File: src/pfd_params.svh
// Constants shared by the synthesizer core and its serial controller.
// Assumes inclusion by bare name from any file that needs them.
`ifndef PFD_PARAMS_SVH
`define PFD_PARAMS_SVH

// ==========================================================
// Register reset values and counter terminal counts
`define PFD_CFG_RESET     8'h10
`define PFD_N_RESET       16'h0028
`define PFD_R_RESET       15'h0005
`define PFD_FB_TERM       16'h0001
`define PFD_REF_TERM      15'h0001

// ==========================================================
// Serial frame lengths in clocks
`define PFD_LEN_CFG       6'h08
`define PFD_LEN_N         6'h10
`define PFD_LEN_R_SHORT   6'h0F
`define PFD_LEN_R_LONG    6'h18
`define PFD_LEN_RST_MIN   6'h09
`define PFD_LEN_RST_MAX   6'h0D
`define PFD_LEN_SAT       6'h21
`define PFD_SHIFT_W       24

// ==========================================================
// Reference output divider codes
`define PFD_REF_OFF       3'h0
`define PFD_REF_DIRECT    3'h1
`define PFD_REF_DIV2      3'h2
`define PFD_REF_DIV4      3'h3

// ==========================================================
// Controller register map and link timing
`define PFD_REG_DATA      8'h00
`define PFD_REG_CTRL      8'h04
`define PFD_REG_STATUS    8'h08
`define PFD_CLK_NS        5
`define PFD_SCLK_HALF_NS  40
`define PFD_SCLK_HALF_CYC ((`PFD_SCLK_HALF_NS + `PFD_CLK_NS - 1) / `PFD_CLK_NS)

`endif

File: src/pfd_pkg.sv
// Types shared by the synthesizer core and its serial controller.
// Assumes nothing beyond a SystemVerilog compiler.
package pfd_pkg;

   // Configuration byte, bit 7 first
   typedef struct packed {
      logic       invert;
      logic       single_sel;
      logic       lock_en;
      logic [2:0] ref_div;
      logic       fb_mon_en;
      logic       ref_mon_en;
   } pfd_cfg_t;

   typedef enum logic [2:0] {
      PFD_IDLE = 3'h0,
      PFD_SEL  = 3'h1,
      PFD_LOW  = 3'h3,
      PFD_HIGH = 3'h2,
      PFD_DONE = 3'h6,
      PFD_GAP  = 3'h4
   } pfd_host_state_t;

endpackage : pfd_pkg

File: src/pfd_if.sv
// Three-wire serial link between the controller and the synthesizer core.
// Assumes both ends are clocked by their own CLK; the link clock is a plain signal.
`timescale 1ns/1ps
interface pfd_if;
   logic port_select_n;
   logic serial_clk;
   logic serial_data;

   modport host   (output port_select_n, output serial_clk, output serial_data);
   modport device (input port_select_n, input serial_clk, input serial_data);
endinterface : pfd_if

File: src/pfd_device.sv
// Synthesizer digital core: serial registers, feedback and reference counters,
// monitors, reference output divider, both phase detectors and lock indicator.
// Assumes all link and loop inputs are asynchronous to CLK and far slower.
//
// Functional notes
// Feedback monitor static low when disabled, disabled at reset
// 16-bit down counter divides VCO by ratio
// Enabled feedback monitor rests low, pulses high
// Each VCO rising edge decrements feedback counter
// Single-ended: low leading, high lagging, else float
// Bit 7 inverts single, swaps double outputs
// Double-ended: VCO side low leading, reference lagging
// Matched: both outputs pulse low together briefly
// Bit 6 picks single or double detector
// Bit 5 enables lock indicator, else low
// Lock indicator high, low pulses on mismatch
// Lock indicator held low after reset
// Bits 4..2 select reference output division
// Bit 1 enables feedback monitor, else low
// Bit 0 enables reference monitor, else low
// Eight clocks store configuration byte only
// Sixteen clocks store ratio, jam-load counters
// Controller keeps divided VCO at most 2 MHz
// Controller issues serial reset after bad power-up
// Select low, MSB first, length picks register
// Nine to thirteen clocks reset the core
// Each reference rising edge decrements reference counter
// Detectors compare rising edges, width tracks offset
`timescale 1ns/1ps
`include "pfd_params.svh"

module pfd_device
   import pfd_pkg::*;
(
   input  wire logic CLK,
   input  wire logic RST,
   pfd_if.device     LINK,
   input  wire logic REFERENCE_OSCILLATOR_INPUT,
   input  wire logic VCO_INPUT,
   output logic      FEEDBACK_MONITOR,
   output logic      REFERENCE_MONITOR,
   output logic      REFERENCE_OUTPUT,
   output logic      LOCK_INDICATOR,
   output logic      SINGLE_ENDED_DETECTOR_OUT,
   output logic      SINGLE_ENDED_DETECTOR_OE,
   output logic      VCO_SIDE_DETECTOR_N,
   output logic      REFERENCE_SIDE_DETECTOR_N
);

   localparam int NSYNC = 5;
   localparam int IDX_SEL = 0;
   localparam int IDX_SCLK = 1;
   localparam int IDX_DATA = 2;
   localparam int IDX_OSC = 3;
   localparam int IDX_VCO = 4;

   logic [NSYNC-1:0]          raw_in;
   logic [NSYNC-1:0]          meta_q;
   logic [NSYNC-1:0]          sync_q;
   logic [NSYNC-1:0]          prev_q;
   logic [NSYNC-1:0]          rise;
   logic [`PFD_SHIFT_W-1:0]   shift_q;
   logic [5:0]                len_q;
   pfd_cfg_t                  cfg_q;
   logic [15:0]               n_q;
   logic [14:0]               r_q;
   logic [15:0]               fb_cnt_q;
   logic [14:0]               ref_cnt_q;
   logic [3:0]                pre_q;
   logic                      jam_q;
   logic                      soft_q;
   logic                      sel_rise;
   logic                      fb_evt;
   logic                      ref_evt;
   logic                      lead_q;
   logic                      lag_q;
   logic                      coin_q;
   logic                      fb_mon_q;
   logic                      ref_mon_q;
   logic                      ref_level;

   // ==========================================================
   // Input synchronisers
   assign raw_in = {VCO_INPUT, REFERENCE_OSCILLATOR_INPUT, LINK.serial_data,
                    LINK.serial_clk, LINK.port_select_n};

   genvar gi;
   generate
      for (gi = 0; gi < NSYNC; gi++) begin : g_sync
         always_ff @(posedge CLK or posedge RST) begin
            // Select idles high; resetting its chain high avoids a false rise
            if (RST) begin
               meta_q[gi] <= (gi == IDX_SEL) ? 1'b1 : 1'b0;
               sync_q[gi] <= (gi == IDX_SEL) ? 1'b1 : 1'b0;
               prev_q[gi] <= (gi == IDX_SEL) ? 1'b1 : 1'b0;
            end else begin
               meta_q[gi] <= raw_in[gi];
               sync_q[gi] <= meta_q[gi];
               prev_q[gi] <= sync_q[gi];
            end
         end
         assign rise[gi] = sync_q[gi] & ~prev_q[gi];
      end
   endgenerate

   // ==========================================================
   // Serial port
   assign sel_rise = rise[IDX_SEL];

   always_ff @(posedge CLK or posedge RST) begin
      if (RST) begin
         shift_q <= '0;
         len_q   <= '0;
      end else if (sync_q[IDX_SEL]) begin
         len_q <= '0;
      end else if (rise[IDX_SCLK]) begin
         shift_q <= {shift_q[`PFD_SHIFT_W-2:0], sync_q[IDX_DATA]};
         if (len_q != `PFD_LEN_SAT) begin
            len_q <= len_q + 6'h01;
         end
      end
   end

   // Frame length alone picks the target; stray lengths are dropped
   always_ff @(posedge CLK or posedge RST) begin
      if (RST) begin
         cfg_q <= `PFD_CFG_RESET;
      end else if (soft_q) begin
         cfg_q <= `PFD_CFG_RESET;
      end else if (sel_rise && len_q == `PFD_LEN_CFG) begin
         cfg_q <= shift_q[7:0];
      end
   end

   always_ff @(posedge CLK or posedge RST) begin
      if (RST) begin
         n_q <= `PFD_N_RESET;
      end else if (soft_q) begin
         n_q <= `PFD_N_RESET;
      end else if (sel_rise && len_q == `PFD_LEN_N) begin
         n_q <= shift_q[15:0];
      end
   end

   always_ff @(posedge CLK or posedge RST) begin
      if (RST) begin
         r_q <= `PFD_R_RESET;
      end else if (soft_q) begin
         r_q <= `PFD_R_RESET;
      end else if (sel_rise && (len_q == `PFD_LEN_R_SHORT || len_q == `PFD_LEN_R_LONG)) begin
         r_q <= shift_q[14:0];
      end
   end

   always_ff @(posedge CLK or posedge RST) begin
      if (RST) begin
         jam_q  <= 1'b0;
         soft_q <= 1'b0;
      end else begin
         jam_q  <= sel_rise && len_q == `PFD_LEN_N;
         soft_q <= sel_rise && len_q >= `PFD_LEN_RST_MIN
                            && len_q <= `PFD_LEN_RST_MAX;
      end
   end

   // ==========================================================
   // Counters; jam happens one cycle after the ratio lands in n_q
   assign fb_evt  = rise[IDX_VCO] && fb_cnt_q <= `PFD_FB_TERM;
   assign ref_evt = rise[IDX_OSC] && ref_cnt_q <= `PFD_REF_TERM;

   always_ff @(posedge CLK or posedge RST) begin
      if (RST) begin
         fb_cnt_q <= `PFD_N_RESET;
      end else if (jam_q || soft_q) begin
         fb_cnt_q <= n_q;
      end else if (fb_evt) begin
         fb_cnt_q <= n_q;
      end else if (rise[IDX_VCO]) begin
         fb_cnt_q <= fb_cnt_q - 16'h0001;
      end
   end

   always_ff @(posedge CLK or posedge RST) begin
      if (RST) begin
         ref_cnt_q <= `PFD_R_RESET;
      end else if (jam_q || soft_q) begin
         ref_cnt_q <= r_q;
      end else if (ref_evt) begin
         ref_cnt_q <= r_q;
      end else if (rise[IDX_OSC]) begin
         ref_cnt_q <= ref_cnt_q - 15'h0001;
      end
   end

   always_ff @(posedge CLK or posedge RST) begin
      if (RST) begin
         pre_q <= '0;
      end else if (rise[IDX_OSC]) begin
         pre_q <= pre_q + 4'h1;
      end
   end

   // ==========================================================
   // Monitors: high for one input period after each terminal count
   always_ff @(posedge CLK or posedge RST) begin
      if (RST) begin
         fb_mon_q <= 1'b0;
      end else if (!cfg_q.fb_mon_en) begin
         fb_mon_q <= 1'b0;
      end else if (fb_evt) begin
         fb_mon_q <= 1'b1;
      end else if (rise[IDX_VCO]) begin
         fb_mon_q <= 1'b0;
      end
   end

   always_ff @(posedge CLK or posedge RST) begin
      if (RST) begin
         ref_mon_q <= 1'b0;
      end else if (!cfg_q.ref_mon_en) begin
         ref_mon_q <= 1'b0;
      end else if (ref_evt) begin
         ref_mon_q <= 1'b1;
      end else if (rise[IDX_OSC]) begin
         ref_mon_q <= 1'b0;
      end
   end

   // ==========================================================
   // Phase/frequency detector core
   // Coincident edges clear both sides and leave one-cycle overlap, so there is no dead zone
   always_ff @(posedge CLK or posedge RST) begin
      if (RST) begin
         lead_q <= 1'b0;
         lag_q  <= 1'b0;
         coin_q <= 1'b0;
      end else if (jam_q || soft_q) begin
         lead_q <= 1'b0;
         lag_q  <= 1'b0;
         coin_q <= 1'b0;
      end else if ((lead_q || fb_evt) && (lag_q || ref_evt)) begin
         lead_q <= 1'b0;
         lag_q  <= 1'b0;
         coin_q <= 1'b1;
      end else begin
         lead_q <= lead_q || fb_evt;
         lag_q  <= lag_q || ref_evt;
         coin_q <= 1'b0;
      end
   end

   // ==========================================================
   // Registered outputs
   always_comb begin
      if (cfg_q.ref_div == `PFD_REF_OFF) begin
         ref_level = 1'b0;
      end else if (cfg_q.ref_div == `PFD_REF_DIRECT) begin
         ref_level = sync_q[IDX_OSC];
      end else if (cfg_q.ref_div == `PFD_REF_DIV2) begin
         ref_level = pre_q[0];
      end else if (cfg_q.ref_div == `PFD_REF_DIV4) begin
         ref_level = pre_q[1];
      end else begin
         ref_level = cfg_q.ref_div[0] ? pre_q[3] : pre_q[2];
      end
   end

   always_ff @(posedge CLK or posedge RST) begin
      if (RST) begin
         FEEDBACK_MONITOR  <= 1'b0;
         REFERENCE_MONITOR <= 1'b0;
         REFERENCE_OUTPUT  <= 1'b0;
         LOCK_INDICATOR    <= 1'b0;
      end else begin
         FEEDBACK_MONITOR  <= fb_mon_q;
         REFERENCE_MONITOR <= ref_mon_q;
         REFERENCE_OUTPUT  <= ref_level;
         LOCK_INDICATOR    <= cfg_q.lock_en && !(lead_q || lag_q || coin_q);
      end
   end

   always_ff @(posedge CLK or posedge RST) begin
      if (RST) begin
         SINGLE_ENDED_DETECTOR_OUT <= 1'b0;
         SINGLE_ENDED_DETECTOR_OE  <= 1'b0;
         VCO_SIDE_DETECTOR_N       <= 1'b1;
         REFERENCE_SIDE_DETECTOR_N <= 1'b1;
      end else if (cfg_q.single_sel) begin
         SINGLE_ENDED_DETECTOR_OE  <= lead_q || lag_q;
         SINGLE_ENDED_DETECTOR_OUT <= lag_q ^ cfg_q.invert;
         VCO_SIDE_DETECTOR_N       <= 1'b1;
         REFERENCE_SIDE_DETECTOR_N <= 1'b1;
      end else begin
         SINGLE_ENDED_DETECTOR_OE  <= 1'b0;
         SINGLE_ENDED_DETECTOR_OUT <= 1'b0;
         VCO_SIDE_DETECTOR_N       <= !((cfg_q.invert ? lag_q : lead_q) || coin_q);
         REFERENCE_SIDE_DETECTOR_N <= !((cfg_q.invert ? lead_q : lag_q) || coin_q);
      end
   end

endmodule : pfd_device

File: src/flat_wrapper.sv
// flat-port wrapper written by rule: the top's interface ports become plain ports
module pfd_device_flat import pfd_pkg::*;
  (CLK, RST, REFERENCE_OSCILLATOR_INPUT, VCO_INPUT, FEEDBACK_MONITOR, REFERENCE_MONITOR, REFERENCE_OUTPUT, LOCK_INDICATOR, SINGLE_ENDED_DETECTOR_OUT, SINGLE_ENDED_DETECTOR_OE, VCO_SIDE_DETECTOR_N, REFERENCE_SIDE_DETECTOR_N, LINK_port_select_n, LINK_serial_clk, LINK_serial_data);
  pfd_if LINK_i ();
  input  wire logic CLK;
  input  wire logic RST;
  input  wire logic REFERENCE_OSCILLATOR_INPUT;
  input  wire logic VCO_INPUT;
  output logic FEEDBACK_MONITOR;
  output logic REFERENCE_MONITOR;
  output logic REFERENCE_OUTPUT;
  output logic LOCK_INDICATOR;
  output logic SINGLE_ENDED_DETECTOR_OUT;
  output logic SINGLE_ENDED_DETECTOR_OE;
  output logic VCO_SIDE_DETECTOR_N;
  output logic REFERENCE_SIDE_DETECTOR_N;
  input wire logic [$bits(LINK_i.port_select_n)-1:0] LINK_port_select_n;
  input wire logic [$bits(LINK_i.serial_clk)-1:0] LINK_serial_clk;
  input wire logic [$bits(LINK_i.serial_data)-1:0] LINK_serial_data;
  assign LINK_i.port_select_n = LINK_port_select_n;
  assign LINK_i.serial_clk = LINK_serial_clk;
  assign LINK_i.serial_data = LINK_serial_data;
  pfd_device u_core (.CLK(CLK), .RST(RST), .LINK(LINK_i), .REFERENCE_OSCILLATOR_INPUT(REFERENCE_OSCILLATOR_INPUT), .VCO_INPUT(VCO_INPUT), .FEEDBACK_MONITOR(FEEDBACK_MONITOR), .REFERENCE_MONITOR(REFERENCE_MONITOR), .REFERENCE_OUTPUT(REFERENCE_OUTPUT), .LOCK_INDICATOR(LOCK_INDICATOR), .SINGLE_ENDED_DETECTOR_OUT(SINGLE_ENDED_DETECTOR_OUT), .SINGLE_ENDED_DETECTOR_OE(SINGLE_ENDED_DETECTOR_OE), .VCO_SIDE_DETECTOR_N(VCO_SIDE_DETECTOR_N), .REFERENCE_SIDE_DETECTOR_N(REFERENCE_SIDE_DETECTOR_N));
endmodule
File: config.mk
export PLATFORM = sky130hd
export DESIGN_NAME = pfd_device_flat
export DESIGN_NICKNAME = d
export VERILOG_FILES = /design/src/pfd_pkg.sv /design/src/pfd_if.sv /design/src/pfd_device.sv /design/src/flat_wrapper.sv
export VERILOG_INCLUDE_DIRS = /design/src
export SDC_FILE = /design/constraint.sdc
export NUM_CORES = 1
export LEC_CHECK = 0
export BUFFER_PORTS_ARGS = -buffer_cell sky130_fd_sc_hd__buf_2
export CAP_MARGIN = 10
export CORE_MARGIN = 2
export CORE_UTILIZATION = 45
export CTS_BUF_LIST = sky130_fd_sc_hd__clkbuf_8 sky130_fd_sc_hd__clkbuf_16
export DETAILED_ROUTE_END_ITERATION = 10
export PLACE_DENSITY = 0.7
export SYNTH_ARGS = -nofsm -noshare
export SYNTH_HDL_FRONTEND = slang
export SYNTH_SLANG_ARGS = --single-unit
File: constraint.sdc
create_clock -name CLK -period 6.67 [get_ports CLK]
set_input_delay 0.3335 -clock CLK [delete_from_list [all_inputs] [get_ports CLK]]
set_output_delay 0.3335 -clock CLK [all_outputs]
set_load 0.05 [all_outputs]
==> impl_metrics.ini <==
[power]
peakVddDrop_mv = 0.188
powerDensity_nw_per_um2 = 323
leakage_uw = 0.00290

[clock_network]
cts_made_buffers = 17
clk_latency_ns = 0.42
htreeDepth = 4
tritoncts = yes
post_cts.repair.setup_buffers = 0
cts-root-buf = clkbuf_16
cts_sinks = 125
cts_buffer_depth = 2
path_clk_slew_ns = 0.05

[global_route]
grt_pass1_wl_mm = 20.5
grt_pass1_vias = 4113
grt_max_degree = 82
grt_usage = 0.197
antenna_found_initial = 0
grt.overflow.total = 0

[worst_setup_path]
crit_path_start_kind = register
worst-setup-path-type = reg -> reg
cp-startpoint = u_core.sync_q[0]
path_max_fanout = 17
crit_path_top_delay_cell = a21oi_2
path_cells = nor3b_1, nand2_1, a21oi_2, nor2b_1, a211o_1
cp_slowest_stage_delay_ns = 0.81
cp.required_ns = 7.01
worstSetupEndpointType = register
rr_startpoint = u_core.sync_q[0]
cp.arrival_ns = 2.72

[synthesis]
ys_async_sr_fraction = 1.00
synth.yosys.seq_area_share = 0.547
avgSynthCellArea_um2 = 10.8
synth_cell_types = 67
synth-edff-count = 0
synth_ff_type = dfrtp_1
yosys_register_bits = 125
synth_cells = 534
synth_area_um2 = 5760
yosys_warnings = 0
syn-num-nets = 550

[sta]
clock_skew_ns = 0.0118
drv_slew = 0
slew_headroom = 0.276
max_freq_mhz = 421
worst_slew_pin_slew_ns = 1.09
finalSetupTns_ns = 0
final-hold-violation-count = 0
post-route-period-util = 0.356
rsz0062_at_grt = false
setup_violations = 0
period_needed_ns = 2.38
holdWs_ns = 0.0162

[die]
core_um2 = 12600
start_util = 0.458
die-area_um2 = 13700
die_x_um = 117
die_y_um = 117
io_pins = 15
rows = 41

[placed_design]
port_buffers = 14
dp.cells = 702
hpwl_mm = 7.99
gp_congestion = 0.841

[detailed_routing]
viasPerCell = 5.57
drt_iter0_drc = 400
ant_nets = 0
wire_per_inst_um = 16.3
wl_mm = 12.0
drt-pass1-iter-count = 6
drc = 0
vias = 4094

[worst_hold_path]
hold_class = in -> reg
worstHoldStart = LINK_port_select_n

[finish]
final_cell_mix = dfrtp_1 (111), nand2_1 (66), nor2_1 (53)
area_delta_synth_final_pct = 14.8
diodes = 0
final_cells = 735
drive_above_1_share = 0.190
nets = 566
layout_commonest_cell = dfrtp_1

[run_status]
run_status = finished clean

[job]
cap_viol_max_count = 0
## stage by stage
| stage | power [µW] | instance area, µm² | util | worst slack (ns) |
|---|---|---|---|---|
| 2_1_floorplan | 1110 | 5760 | - | 3.03 |
| 3_3_place_gp | 1170 | 5970 | 0.475 | 4.41 |
| 3_5_place_dp | 1190 | 5970 | 0.475 | 4.33 |
| 4_1_cts | 2150 | 6610 | 0.526 | 4.31 |
| 5_1_grt | 2230 | 6610 | 0.526 | 4.05 |
| 6_report | 2130 | 6610 | 0.526 | 4.29 |
## flip-flops by register name, summed over array words and instances (netlist names), 4 cells and up
signal / flops
u_core.prev_q: 4
u_core.meta_q: 5
u_core.cfg_q: 8
u_core.pre_q: 4
u_core.n_q: 16
u_core.r_q: 15
u_core.shift_q: 16
u_core.sync_q: 5
u_core.ref_cnt_q: 15
u_core.fb_cnt_q: 16
u_core.len_q: 6
## area by class of cell
cell class,instances,area (µm²)
clock buffers,21,480
clock inverters,11,140
fillers,1088,5960
inverters,16,62.6
multi-input cells,370,2440
flip-flops and latches,125,3150
well taps,172,215
repair buffers,20,118
## path summary, 6_finish.rpt
path	slack, ns	to	cells past startpoint
min in group asynchronous	0.52	u_core.meta_q[4]	3
hold reg to reg	0.35	u_core.sync_q[4]	0
setup / recovery	4.29	u_core.r_q[2]	5
max in group asynchronous	4.75	u_core.n_q[7]	4
setup reg to reg	4.29	u_core.r_q[2]	5
hold / removal	0.02	u_core.meta_q[0]	1
## synth_stat cells (3+ instances only)
cell type  number  area [µm²]
or3_1           8        50.1
buf_2           6        30.0
ha_1            9         113
nor2b_1         6        37.5
a21oi_2         4        35.0
nand4_1         7        43.8
o21a_1          4        30.0
nor2_1         53         199
nor3_1         12        60.1
xor2_1          4        35.0
mux2_2         17         191
a21oi_1        27         135
nand3b_1        5        37.5
a211o_1         6        52.6
clkbuf_1       12        45.0
inv_1          15        56.3
nand2_1        66         248
mux2i_1        26         260
dfstp_2        14         368
dfrtp_1       111        2780
nor4_1          4        25.0
a31oi_1         4        25.0
nor4b_1         3        26.3
or4_1           6        45.0
xnor2_1         8        70.1
o21ai_0        11        55.1
or2_2           3        18.8
o311ai_0        4        35.0
nand3_1        18        90.1
a21boi_0        3        22.5
nand2b_1        6        37.5
## cells by family (layout without fill, tap and decap cells)
family,Yosys count,count (layout),share of synthesized area
AOI/OAI and AO/OA,89,89,0.110
xor gates and xnor gates,12,12,0.0183
adders and majority gates,9,9,0.0196
buffers and inverters,39,68,0.0300
DFF,125,125,0.547
muxes,46,46,0.0870
and+or+nand+nor,214,214,0.188
## worst max-delay path: cells and delay by family (launching register included)
| family | cells | cell delay (ns) |
|---|---|---|
| AO/OA/AOI/OAI | 2 | 1.11 |
| flip-flops | 1 | 0.60 |
| AND/OR/NAND/NOR | 3 | 0.59 |
## timing repair
action | in CTS | in global routing
gates resized for setup | 0 | 0
hold buffers | 1 | 0
endpoints found under the setup margin | 0 | 0
endpoints found under the hold margin | 34 | 0
## layer usage
metal | track usage | wire length, µm | vias to the layer above
li1 | - | - | 1928
met1 | 0.254 | 5350 | 2046
met2 | 0.309 | 5800 | 90
met3 | 0.0546 | 465 | 30
met4 | 0.0925 | 373 | 0
met5 | 0 | 0 | -
## report_power, final
part,switching [µW],internal (µW)
Combinational,120,106
Sequential,107,848
Clock,329,624
(Power assumes the default switching activity.)
